$ cat config.mk
export PLATFORM = sky130hd
export DESIGN_NAME = sarseq_core
export DESIGN_NICKNAME = d
export VERILOG_FILES = /design/src/hdl/sarseq_core.v
export VERILOG_INCLUDE_DIRS = /design/src /design/src/hdl
export SDC_FILE = /design/constraint.sdc
export NUM_CORES = 1
export LEC_CHECK = 0
export BUFFER_PORTS_ARGS = -buffer_cell sky130_fd_sc_hd__buf_4
export CAP_MARGIN = 20
export CORE_ASPECT_RATIO = 0.9
export CORE_MARGIN = 1.5
export CORE_UTILIZATION = 50
export CTS_BUF_LIST = sky130_fd_sc_hd__clkbuf_8 sky130_fd_sc_hd__clkbuf_16
export DETAILED_ROUTE_END_ITERATION = 6
export GPL_ROUTABILITY_DRIVEN = 0
export PLACE_DENSITY_LB_ADDON = 0.12
export SYNTH_ARGS = -nofsm -noshare
export SYNTH_HDL_FRONTEND = slang
export SYNTH_SLANG_ARGS = --single-unit
$ cat constraint.sdc
create_clock -name clk -period 2.3 [get_ports clk]
set_clock_uncertainty 0.05 [all_clocks]
set_input_delay 0.345 -clock clk [delete_from_list [all_inputs] [get_ports clk]]
set_output_delay 0.345 -clock clk [all_outputs]
set_load 0.05 [all_outputs]
$ cat src/hdl/sarseq_consts.vh
`ifndef SARSEQ_CONSTS_VH
`define SARSEQ_CONSTS_VH
// Code width and straight binary anchors
`define SARSEQ_BITS 16
`define SARSEQ_CODE_ZERO 16'h0000
`define SARSEQ_CODE_MID 16'h8000
`define SARSEQ_CODE_FULL 16'hffff
// One-hot state codes
`define SARSEQ_ST_ACQ 5'h01
`define SARSEQ_ST_OPEN 5'h02
`define SARSEQ_ST_HOLD 5'h04
`define SARSEQ_ST_TRIAL 5'h08
`define SARSEQ_ST_DONE 5'h10
// Conversion clock divider: internal tick every N system clocks
`define SARSEQ_CONV_DIV 8'h02
// Comparator settle, in conversion ticks, per trial
`define SARSEQ_SETTLE 4'h1
`endif

$ cat src/hdl/sarseq_core.v
`timescale 1ns/10ps
`include "sarseq_consts.vh"
// Functional notes
// RULE1 - Convert strobe rising edge starts conversion
// RULE2 - Open sample switches, then hold inputs
// RULE3 - Sixteen-bit successive approximation, MSB first
// RULE4 - After trials, reacquire, present code, flag done
// RULE5 - Internal conversion clock times all trials
// RULE6 - Code belongs to its own strobe
// RULE7 - Core in low power between conversions
// RULE8 - Straight binary output, saturating at rails
// RULE9 - Keep trial bit when comparator says above
module sarseq_core #(
  parameter BITS = `SARSEQ_BITS,
  parameter [7:0] CONV_DIV = `SARSEQ_CONV_DIV
)(
  // Clock and reset
  input wire clk,
  input wire resetn,
  input wire clk_en,
  // Host strobe (pin)
  input wire convert_strobe,
  // Comparator result (analog side, asynchronous)
  input wire comp_above,
  // Analog switch controls
  output reg pos_sample_switch,
  output reg neg_sample_switch,
  output reg array_to_input,
  output reg [BITS-1:0] dac_trial,
  output reg core_power_on,
  // Result to host
  output reg [BITS-1:0] code,
  output reg busy,
  output reg conv_done
);

  reg [4:0] state;
  reg strobe_s1;
  reg strobe_s2;
  reg strobe_q;
  reg comp_s1;
  reg comp_s2;
  reg [7:0] div_cnt;
  reg [3:0] settle_cnt;
  reg [BITS-1:0] bit_mask;
  wire strobe_rise;
  wire conv_tick;
  wire [BITS-1:0] next_trial;

  // One-hot sequencer states
  localparam [4:0] ST_ACQ = `SARSEQ_ST_ACQ;
  localparam [4:0] ST_OPEN = `SARSEQ_ST_OPEN;
  localparam [4:0] ST_HOLD = `SARSEQ_ST_HOLD;
  localparam [4:0] ST_TRIAL = `SARSEQ_ST_TRIAL;
  localparam [4:0] ST_DONE = `SARSEQ_ST_DONE;

  // Code patterns follow BITS, so a narrower core still starts at its own MSB
  localparam [BITS-1:0] CODE_CLEAR = {BITS{1'b0}};
  localparam [BITS-1:0] TRIAL_MSB = {1'b1, {(BITS-1){1'b0}}};

  // Divider and settle counter end points
  // CONV_DIV must be at least one, or DIV_LAST wraps to 255 and the divider ticks only every 256 clocks
  localparam [7:0] DIV_CLEAR = 8'h00;
  localparam [7:0] DIV_STEP = 8'h01;
  localparam [7:0] DIV_LAST = CONV_DIV - DIV_STEP;
  localparam [3:0] SETTLE_CLEAR = 4'h0;
  localparam [3:0] SETTLE_STEP = 4'h1;

  // Two-flop synchronisers; only second stage is read
  always @(posedge clk or negedge resetn)
  begin
    if (!resetn)
    begin
      strobe_s1 <= 1'b0;
      strobe_s2 <= 1'b0;
      strobe_q <= 1'b0;
      comp_s1 <= 1'b0;
      comp_s2 <= 1'b0;
    end
    else if (clk_en)
    begin
      strobe_s1 <= convert_strobe;
      strobe_s2 <= strobe_s1;
      strobe_q <= strobe_s2;
      comp_s1 <= comp_above;
      comp_s2 <= comp_s1;
    end
  end

  assign strobe_rise = strobe_s2 & ~strobe_q; // see RULE1

  // Internal conversion clock; runs only while converting so idle burns nothing
  always @(posedge clk or negedge resetn)
  begin
    if (!resetn)
      div_cnt <= DIV_CLEAR;
    else if (clk_en)
    begin
      if (state == ST_ACQ || div_cnt == DIV_LAST)
        div_cnt <= DIV_CLEAR;
      else
        div_cnt <= div_cnt + DIV_STEP; // see RULE5
    end
  end

  assign conv_tick = (state != ST_ACQ) && (div_cnt == DIV_LAST);

  // Per-bit trial update: the bit under test takes the comparator verdict,
  // the bit just below it is raised for the next trial, all others hold
  genvar k;
  generate
    for (k = 0; k < BITS; k = k + 1)
    begin : g_trial_bit
      if (k == BITS - 1)
      begin : g_top
        // Nothing above the MSB can raise it
        assign next_trial[k] = bit_mask[k] ? comp_s2 : dac_trial[k]; // see RULE9
      end
      else
      begin : g_low
        assign next_trial[k] = bit_mask[k] ? comp_s2 : (bit_mask[k + 1] | dac_trial[k]); // see RULE9
      end
    end
  endgenerate

  // Sequencer: edges during a conversion are ignored, not queued, so a
  // host that strobes too early simply loses that strobe
  always @(posedge clk or negedge resetn)
  begin
    if (!resetn)
    begin
      state <= ST_ACQ;
      pos_sample_switch <= 1'b1;
      neg_sample_switch <= 1'b1;
      array_to_input <= 1'b1;
      dac_trial <= CODE_CLEAR;
      bit_mask <= CODE_CLEAR;
      settle_cnt <= SETTLE_CLEAR;
      core_power_on <= 1'b0;
      code <= CODE_CLEAR;
      busy <= 1'b0;
      conv_done <= 1'b0;
    end
    else if (clk_en)
    begin
      // Completion is a single-cycle pulse: cleared each cycle unless the done state sets it
      conv_done <= 1'b0;
      case (state)
        ST_ACQ:
        begin
          // Core stays unpowered while the arrays track the inputs
          core_power_on <= 1'b0; // see RULE7
          if (strobe_rise)
          begin
            state <= ST_OPEN; // see RULE1
            core_power_on <= 1'b1;
            busy <= 1'b1;
            // Comparator-side switches open first, before the arrays leave the inputs, as busy and power rise
            pos_sample_switch <= 1'b0; // see RULE2
            neg_sample_switch <= 1'b0;
          end
        end
        ST_OPEN:
        begin
          // One conversion tick later the arrays leave the inputs for ground
          if (conv_tick)
          begin
            array_to_input <= 1'b0; // see RULE2
            state <= ST_HOLD;
          end
        end
        ST_HOLD:
        begin
          // First trial puts the MSB up
          if (conv_tick)
          begin
            bit_mask <= TRIAL_MSB; // see RULE3
            dac_trial <= TRIAL_MSB;
            settle_cnt <= `SARSEQ_SETTLE;
            state <= ST_TRIAL;
          end
        end
        ST_TRIAL:
        begin
          // With CONV_DIV of two or more, the settle ticks also cover the comparator synchroniser delay
          if (conv_tick)
          begin
            if (settle_cnt != SETTLE_CLEAR)
              settle_cnt <= settle_cnt - SETTLE_STEP;
            else
            begin
              // Keep or drop the bit, then try the next lower one
              dac_trial <= next_trial; // see RULE9
              bit_mask <= bit_mask >> 1; // see RULE3
              settle_cnt <= `SARSEQ_SETTLE;
              // Last bit decided: leave after this trial
              if (bit_mask[0])
                state <= ST_DONE;
            end
          end
        end
        ST_DONE:
        begin
          // Rails fall out naturally: all keeps give full, none give zero
          code <= dac_trial; // see RULE6, see RULE8
          pos_sample_switch <= 1'b1; // see RULE4
          neg_sample_switch <= 1'b1;
          array_to_input <= 1'b1;
          busy <= 1'b0;
          conv_done <= 1'b1; // see RULE4
          core_power_on <= 1'b0; // see RULE7
          state <= ST_ACQ;
        end
        default:
        begin
          // Unreachable code; fall back to acquisition
          state <= ST_ACQ;
        end
      endcase
    end
  end

endmodule

# After elaboration in Yosys (flattened, before gate mapping)
# Cells that the tools add are included.
# op_classes
n_eq_ne	14
n_reduce_logical	14
add_sub_neg	2
n_mux	44
bitwise_logic	17
# op_table
operator	count
16-bit 2-to-1 mux	5
16-bit case mux with 2 select lines	2
5-bit 2-to-1 mux	6
1-bit 2-to-1 mux	21
5-bit case mux with 4 select lines	1
1-bit bitwise OR	15
2-bit inequality test, second input constant	7
4-bit 2-to-1 mux	3
8-bit by 1-bit adder with 8-bit output, second input constant	1
8-bit by 1-bit equality test with 1-bit output, second input constant	1
8-bit 2-to-1 mux	1
1-bit case mux with 2 select lines	4
4-bit case mux with 2 select lines	1
7-bit AND reduction	1
3-bit AND reduction	2
6-bit AND reduction	1
2-bit nonzero test	3
5-bit by 1-bit equality test with 1-bit output, second input constant	1
5-bit by 2-bit equality test with 1-bit output, second input constant	1
5-bit by 3-bit equality test with 1-bit output, second input constant	1
5-bit by 4-bit equality test with 1-bit output, second input constant	1
5-bit equality test, second input constant	1
5-bit by 1-bit inequality test with 1-bit output, second input constant	1
5-bit AND reduction	1
8 further kinds	9
# word_totals
out_inout_bits	38
register_bits	75
inputBits	5

# Depth between registers and ports, before layout
# depth
ltp_word	5
mapped_depth	9

# Worst setup path after synthesis
# No wires, ideal clock.
# synth_path
path_kind	reg2reg
from	register div_cnt[1]
to	register dac_trial[15]
path_slack_ns	-0.062
required_time_ns	2.124
arrival_time_ns	2.186
stages_incl_launch_ff	8
cell_sequence	dfrtp_1 > inv_1 > ha_1 > or4b_1 > or4_1 > buf_2 > nand2b_4 > o32a_1
# synth_via
elab_chain_cells	4
word_cells_on_any_way	5
classes_between	eq/ne: 3; reduce/logical: 2
# synth_rtl
element	line_no	text
start: declaration	sarseq_core.v:43	reg [7:0] div_cnt;
start signal: assignment	sarseq_core.v:102	div_cnt <= div_cnt + DIV_STEP;
8-bit by 1-bit equality test with 1-bit output (*)	sarseq_core.v:106	assign conv_tick = (state != ST_ACQ) && (div_cnt == DIV_LAST);
1-bit logical AND (*)	sarseq_core.v:106	
2-bit inequality test (no line)	--	
6-bit AND reduction (no line) (*)	--	
end signal: assignment	sarseq_core.v:193	dac_trial <= next_trial;
end: declaration	sarseq_core.v:29	output reg [BITS-1:0] dac_trial,
# Every way passes the cells marked *; elsewhere a longest branch is shown, timed or not.
# A chain may end at the register's enable or synchronous reset.

# Worst setup path in the final report
# layout_path
from	register div_cnt[1]
to	register dac_trial[11]
# layout_via
elab_chain_cells	4
word_cells_on_any_way	5
classes_between	eq/ne: 3; reduce/logical: 2
# layout_rtl
element	line_no
8-bit by 1-bit equality test with 1-bit output (*)	sarseq_core.v:106
1-bit logical AND (*)	sarseq_core.v:106
2-bit inequality test (no line)	--
5-bit AND reduction (no line) (*)	--
# Marked as above.

==> metrics.txt <==
# TYPE chip_impl_metric gauge
chip_impl_info{name="crit-reg2reg-launch",value="div_cnt[1]"} 1
chip_impl_metric{name="antenna_cells_inserted",unit=""} 0
chip_impl_metric{name="die-width",unit="um"} 89.9
chip_impl_metric{name="netlist-cell-type-count",unit=""} 40
chip_impl_info{name="ys_top_cells_by_area",value="dfrtp_1 (53%), mux2_2 (8.6%), o21ai_0 (6.8%)"} 1
chip_impl_metric{name="worst_path_arrival_time",unit="ps"} 2560
chip_impl_metric{name="max-vdd-ir-drop",unit="mV"} 0.585
chip_impl_info{name="timing_worst_setup_path_type",value="register to register"} 1
chip_impl_metric{name="layout_worst_path_cycle_share",unit="%"} 102
chip_impl_metric{name="stdcell_count",unit=""} 496
chip_impl_metric{name="syn_area_per_cell",unit="sq um"} 10.4
chip_impl_info{name="synth_top_flop_cell",value="dfrtp_1"} 1
chip_impl_metric{name="netsw",unit="mW"} 1.75
chip_impl_metric{name="intPower",unit="mW"} 2.93
chip_impl_metric{name="comb_power_share",unit="%"} 38.4
chip_impl_metric{name="synth.cell_area",unit="sq um"} 3400
chip_impl_metric{name="avgRoutedWirePerCell",unit="um"} 14.8
chip_impl_metric{name="timing.max_cap.violations",unit=""} 0
chip_impl_metric{name="route.final.wire_length",unit="um"} 7350
chip_impl_info{name="outcome",value="finished, violations left"} 1
chip_impl_metric{name="detail_route.vias_per_cell",unit=""} 5.42
chip_impl_metric{name="fraction_of_registers_with_async_set_reset",unit="%"} 100
chip_impl_info{name="tritoncts_clock_tree",value="built"} 1
chip_impl_metric{name="worst_skew_pair.late_latency",unit="ps"} 340
chip_impl_metric{name="first_iter_violations",unit=""} 111
chip_impl_metric{name="ys_seq_area_share",unit="%"} 55.4
chip_impl_metric{name="number_of_global_route_vias_before_repair",unit=""} 2485
chip_impl_metric{name="cts-buffers-inserted",unit=""} 9
chip_impl_metric{name="dr.pass1.iters",unit=""} 5
chip_impl_info{name="cp-start-kind",value="register"} 1
chip_impl_info{name="yosys.cell_count.top_type",value="dfrtp_1"} 1
chip_impl_metric{name="post-synth-top-area-fraction",unit="%"} 53.1
chip_impl_info{name="rsz0062_at_grt",value="yes"} 1
chip_impl_metric{name="floorplan.die_area",unit="sq um"} 7300
chip_impl_metric{name="finalWorstSetupSlack",unit="ps"} -40.1
chip_impl_metric{name="antenna_violating_nets_post_route",unit=""} 0
chip_impl_metric{name="finalMaxSlewViolations",unit=""} 0
chip_impl_info{name="critPathCaptureType",value="register"} 1
chip_impl_info{name="synth.cells.most_frequent",value="dfrtp_1 (72), o21ai_0 (46), a21oi_1 (38), nand2_1 (28), mux2_2 (26)"} 1
chip_impl_metric{name="clock.fmax",unit="MHz"} 427
chip_impl_metric{name="place_hpwl",unit="um"} 4500
chip_impl_metric{name="warnings_synthesis",unit=""} 0
chip_impl_metric{name="first_pass_grt_wire_length",unit="um"} 11900
chip_impl_info{name="r2r-end",value="dac_trial[11]"} 1
chip_impl_metric{name="critPathRequiredTime",unit="ps"} 2520
chip_impl_metric{name="synth-seq-cells",unit=""} 75
chip_impl_metric{name="gr-usage-all-layers",unit="%"} 20.9
chip_impl_metric{name="seqPwrFrac",unit="%"} 37.9
chip_impl_metric{name="syn-num-nets",unit=""} 337
chip_impl_metric{name="grt_max_degree",unit=""} 51
chip_impl_metric{name="synth-edff-count",unit=""} 0
chip_impl_metric{name="start_util",unit="%"} 51.6
chip_impl_metric{name="area_growth_from_synthesis_to_layout",unit="%"} 30.1
chip_impl_metric{name="final.min_clock_period",unit="ps"} 2340
chip_impl_metric{name="drive_above_1_share",unit="%"} 34.0
chip_impl_metric{name="switching_power_share_of_the_total",unit="%"} 37.4
chip_impl_metric{name="std_cell_rows",unit=""} 28
chip_impl_metric{name="antenna_found_initial",unit=""} 0
chip_impl_metric{name="report.final.setup_viol",unit=""} 24
chip_impl_metric{name="worst_slew_pin_slew",unit="ps"} 546
chip_impl_metric{name="placement.setup.worst_slack",unit="ps"} -17.7
chip_impl_metric{name="number_of_instances_in_the_synthesized_netlist",unit=""} 328
chip_impl_metric{name="htreeDepth",unit=""} 3
chip_impl_metric{name="final-hold-violation-count",unit=""} 0
chip_impl_metric{name="worst_r2r_path_depth",unit=""} 9
chip_impl_info{name="min-delay-start",value="comp_above"} 1
chip_impl_metric{name="slew_headroom",unit="%"} 63.6
chip_impl_metric{name="gr-total-overflow",unit=""} 0
chip_impl_metric{name="cellLeakagePower",unit="nW"} 2.09
chip_impl_metric{name="cts.clk_slew.worst_paths",unit="ps"} 80
chip_impl_metric{name="power.clock.fraction",unit="%"} 23.6
chip_impl_info{name="hold_path_class",value="primary input to register"} 1
chip_impl_metric{name="layout_nets",unit=""} 410
chip_impl_metric{name="cts_buffer_depth",unit=""} 2
chip_impl_info{name="min_to",value="comp_s1"} 1
chip_impl_metric{name="die_h",unit="um"} 81.2
chip_impl_info{name="violations_in_the_final_reports",value="setup timing"} 1
chip_impl_metric{name="vias",unit=""} 2687
chip_impl_metric{name="hold_path_depth",unit=""} 2
chip_impl_metric{name="worst-r2r-setup-slack",unit="ps"} -40
chip_impl_info{name="clockRootBuffer",value="clkbuf_8"} 1
chip_impl_metric{name="maximum_net_fanout_on_the_critical_path",unit=""} 7
chip_impl_metric{name="design.portCount",unit=""} 43
chip_impl_metric{name="portBuffers",unit=""} 42
chip_impl_info{name="post-synth-top-area-cell",value="dfrtp_1"} 1
chip_impl_metric{name="placedCellCount",unit=""} 470
chip_impl_metric{name="cellPowerDensity",unit="nW/um^2"} 1060
chip_impl_metric{name="detail_route.drc_violations",unit=""} 0
chip_impl_metric{name="clock_sinks",unit=""} 75
chip_impl_metric{name="fp.coreArea",unit="sq um"} 6590
-- critical path, cell delays in order (launching register included) --
cell and delay, ps:
dfrtp_1 400, inv_2 70, ha_1 120, or4b_4 450
or4_4 560, nor2b_4 160, buf_4 160, clkbuf_16 150
a21oi_1 60, a21oi_1 100
-- how the worst max path moves through the flow --
stage | from | endpoint | slack (ps) | depth (start not counted)
2_1_floorplan | div_cnt[1] | bit_mask[11] | -30 | 9
3_3_place_gp | div_cnt[1] | dac_trial[12] | 40 | 8
3_5_place_dp | div_cnt[1] | dac_trial[10] | -20 | 8
4_1_cts | div_cnt[1] | dac_trial[2] | -20 | 9
5_1_grt | div_cnt[1] | dac_trial[7] | -140 | 9
6_report | div_cnt[1] | dac_trial[11] | -40 | 9
-- kinds of logic (layout without fill, tap and decap cells) --
kind of cell             after synthesis  count (layout)  synth area share [%]
AO/OA/AOI/OAI                         94              94                  14.6
XOR/XNOR                               4               4                  1.03
adder cells (fa/ha/maj)                4               4                  1.47
buffers and inverters                 38             116                  5.45
flip-flops                            75              75                  55.4
multiplexers                          27              27                  8.92
AND/OR/NAND/NOR                       86              86                  13.2
-- flip-flops by register name, summed over array words and instances, names as in the netlist --
register           count
conv_done              1
settle_cnt             4
comp_s1                1
comp_s2                1
dac_trial             16
strobe_s2              1
busy                   1
core_power_on          1
array_to_input         1
div_cnt                8
code                  16
strobe_s1              1
neg_sample_switch      1
strobe_q               1
state                  5
bit_mask              16
-- stage by stage --
stage	cell area [sq um]	total power [mW]	utilization, %	hold WS, ps	setup TNS (ps)
CTS	4370	4.65	66.3	166	-138
detailed placement	3990	3.45	60.6	239	-39.3
global route	4420	4.96	67.1	166	-3120
global placement	3990	3.42	60.6	230	0
finish	4420	4.69	67.1	185	-480
floorplan	3420	2.86	-	-0.591	-373
-- repair_timing --
action | in CTS | in global routing
pin swaps | 1 | 1
resized for setup | 11 | 14
hold endpoints to repair | 22 | 0
cloned | 2 | 1
setup buffers | 5 | 2
endpoints found under the setup margin | 19 | 36
hold buffers | 1 | 0
-- power groups by stage --
stage	Sequential (mW)	Combinational [mW]	Clock [mW]
detailed placement	1.79	1.66	0
finish	1.78	1.80	1.11
global route	1.82	1.97	1.18
floorplan	2.11	0.751	0
CTS	1.77	1.75	1.13
global placement	1.79	1.64	0
-- cell type report --
cell class              count  area [sq um]
flip-flops and latches     75          1880
clock inverters             7          92.6
inverters                  22          82.6
multi-input cells         215          1410
repair buffers             78           716
well taps                  90           113
clock buffers               9           124
fillers                   530          2170
-- per-layer routing --
layer / vias up / GRT usage [%] / share of wire [%]
li1: 1290 / - / -
met1: 1316 / 28.1 / 47
met2: 75 / 33.6 / 48
met3: 6 / 5.71 / 4.9
met4: 0 / 6.19 / 0.83
met5: - / 0 / 0
-- layout by cell type (no fill, tap or decap), types with 4 or more instances in the layout --
cell type	netlist	routed
nand2b_1	4	4
dfrtp_1	72	72
a21oi_1	38	37
nand3_1	17	17
mux2_2	26	25
inv_1	22	21
o21ai_1	1	9
ha_1	4	4
buf_4	3	68
nor3_1	4	4
o21ai_0	46	36
nor2_1	12	11
buf_12	0	5
nand2_1	28	28
clkbuf_8	0	9
No activity file was read; power rests on OpenSTA's default activity.
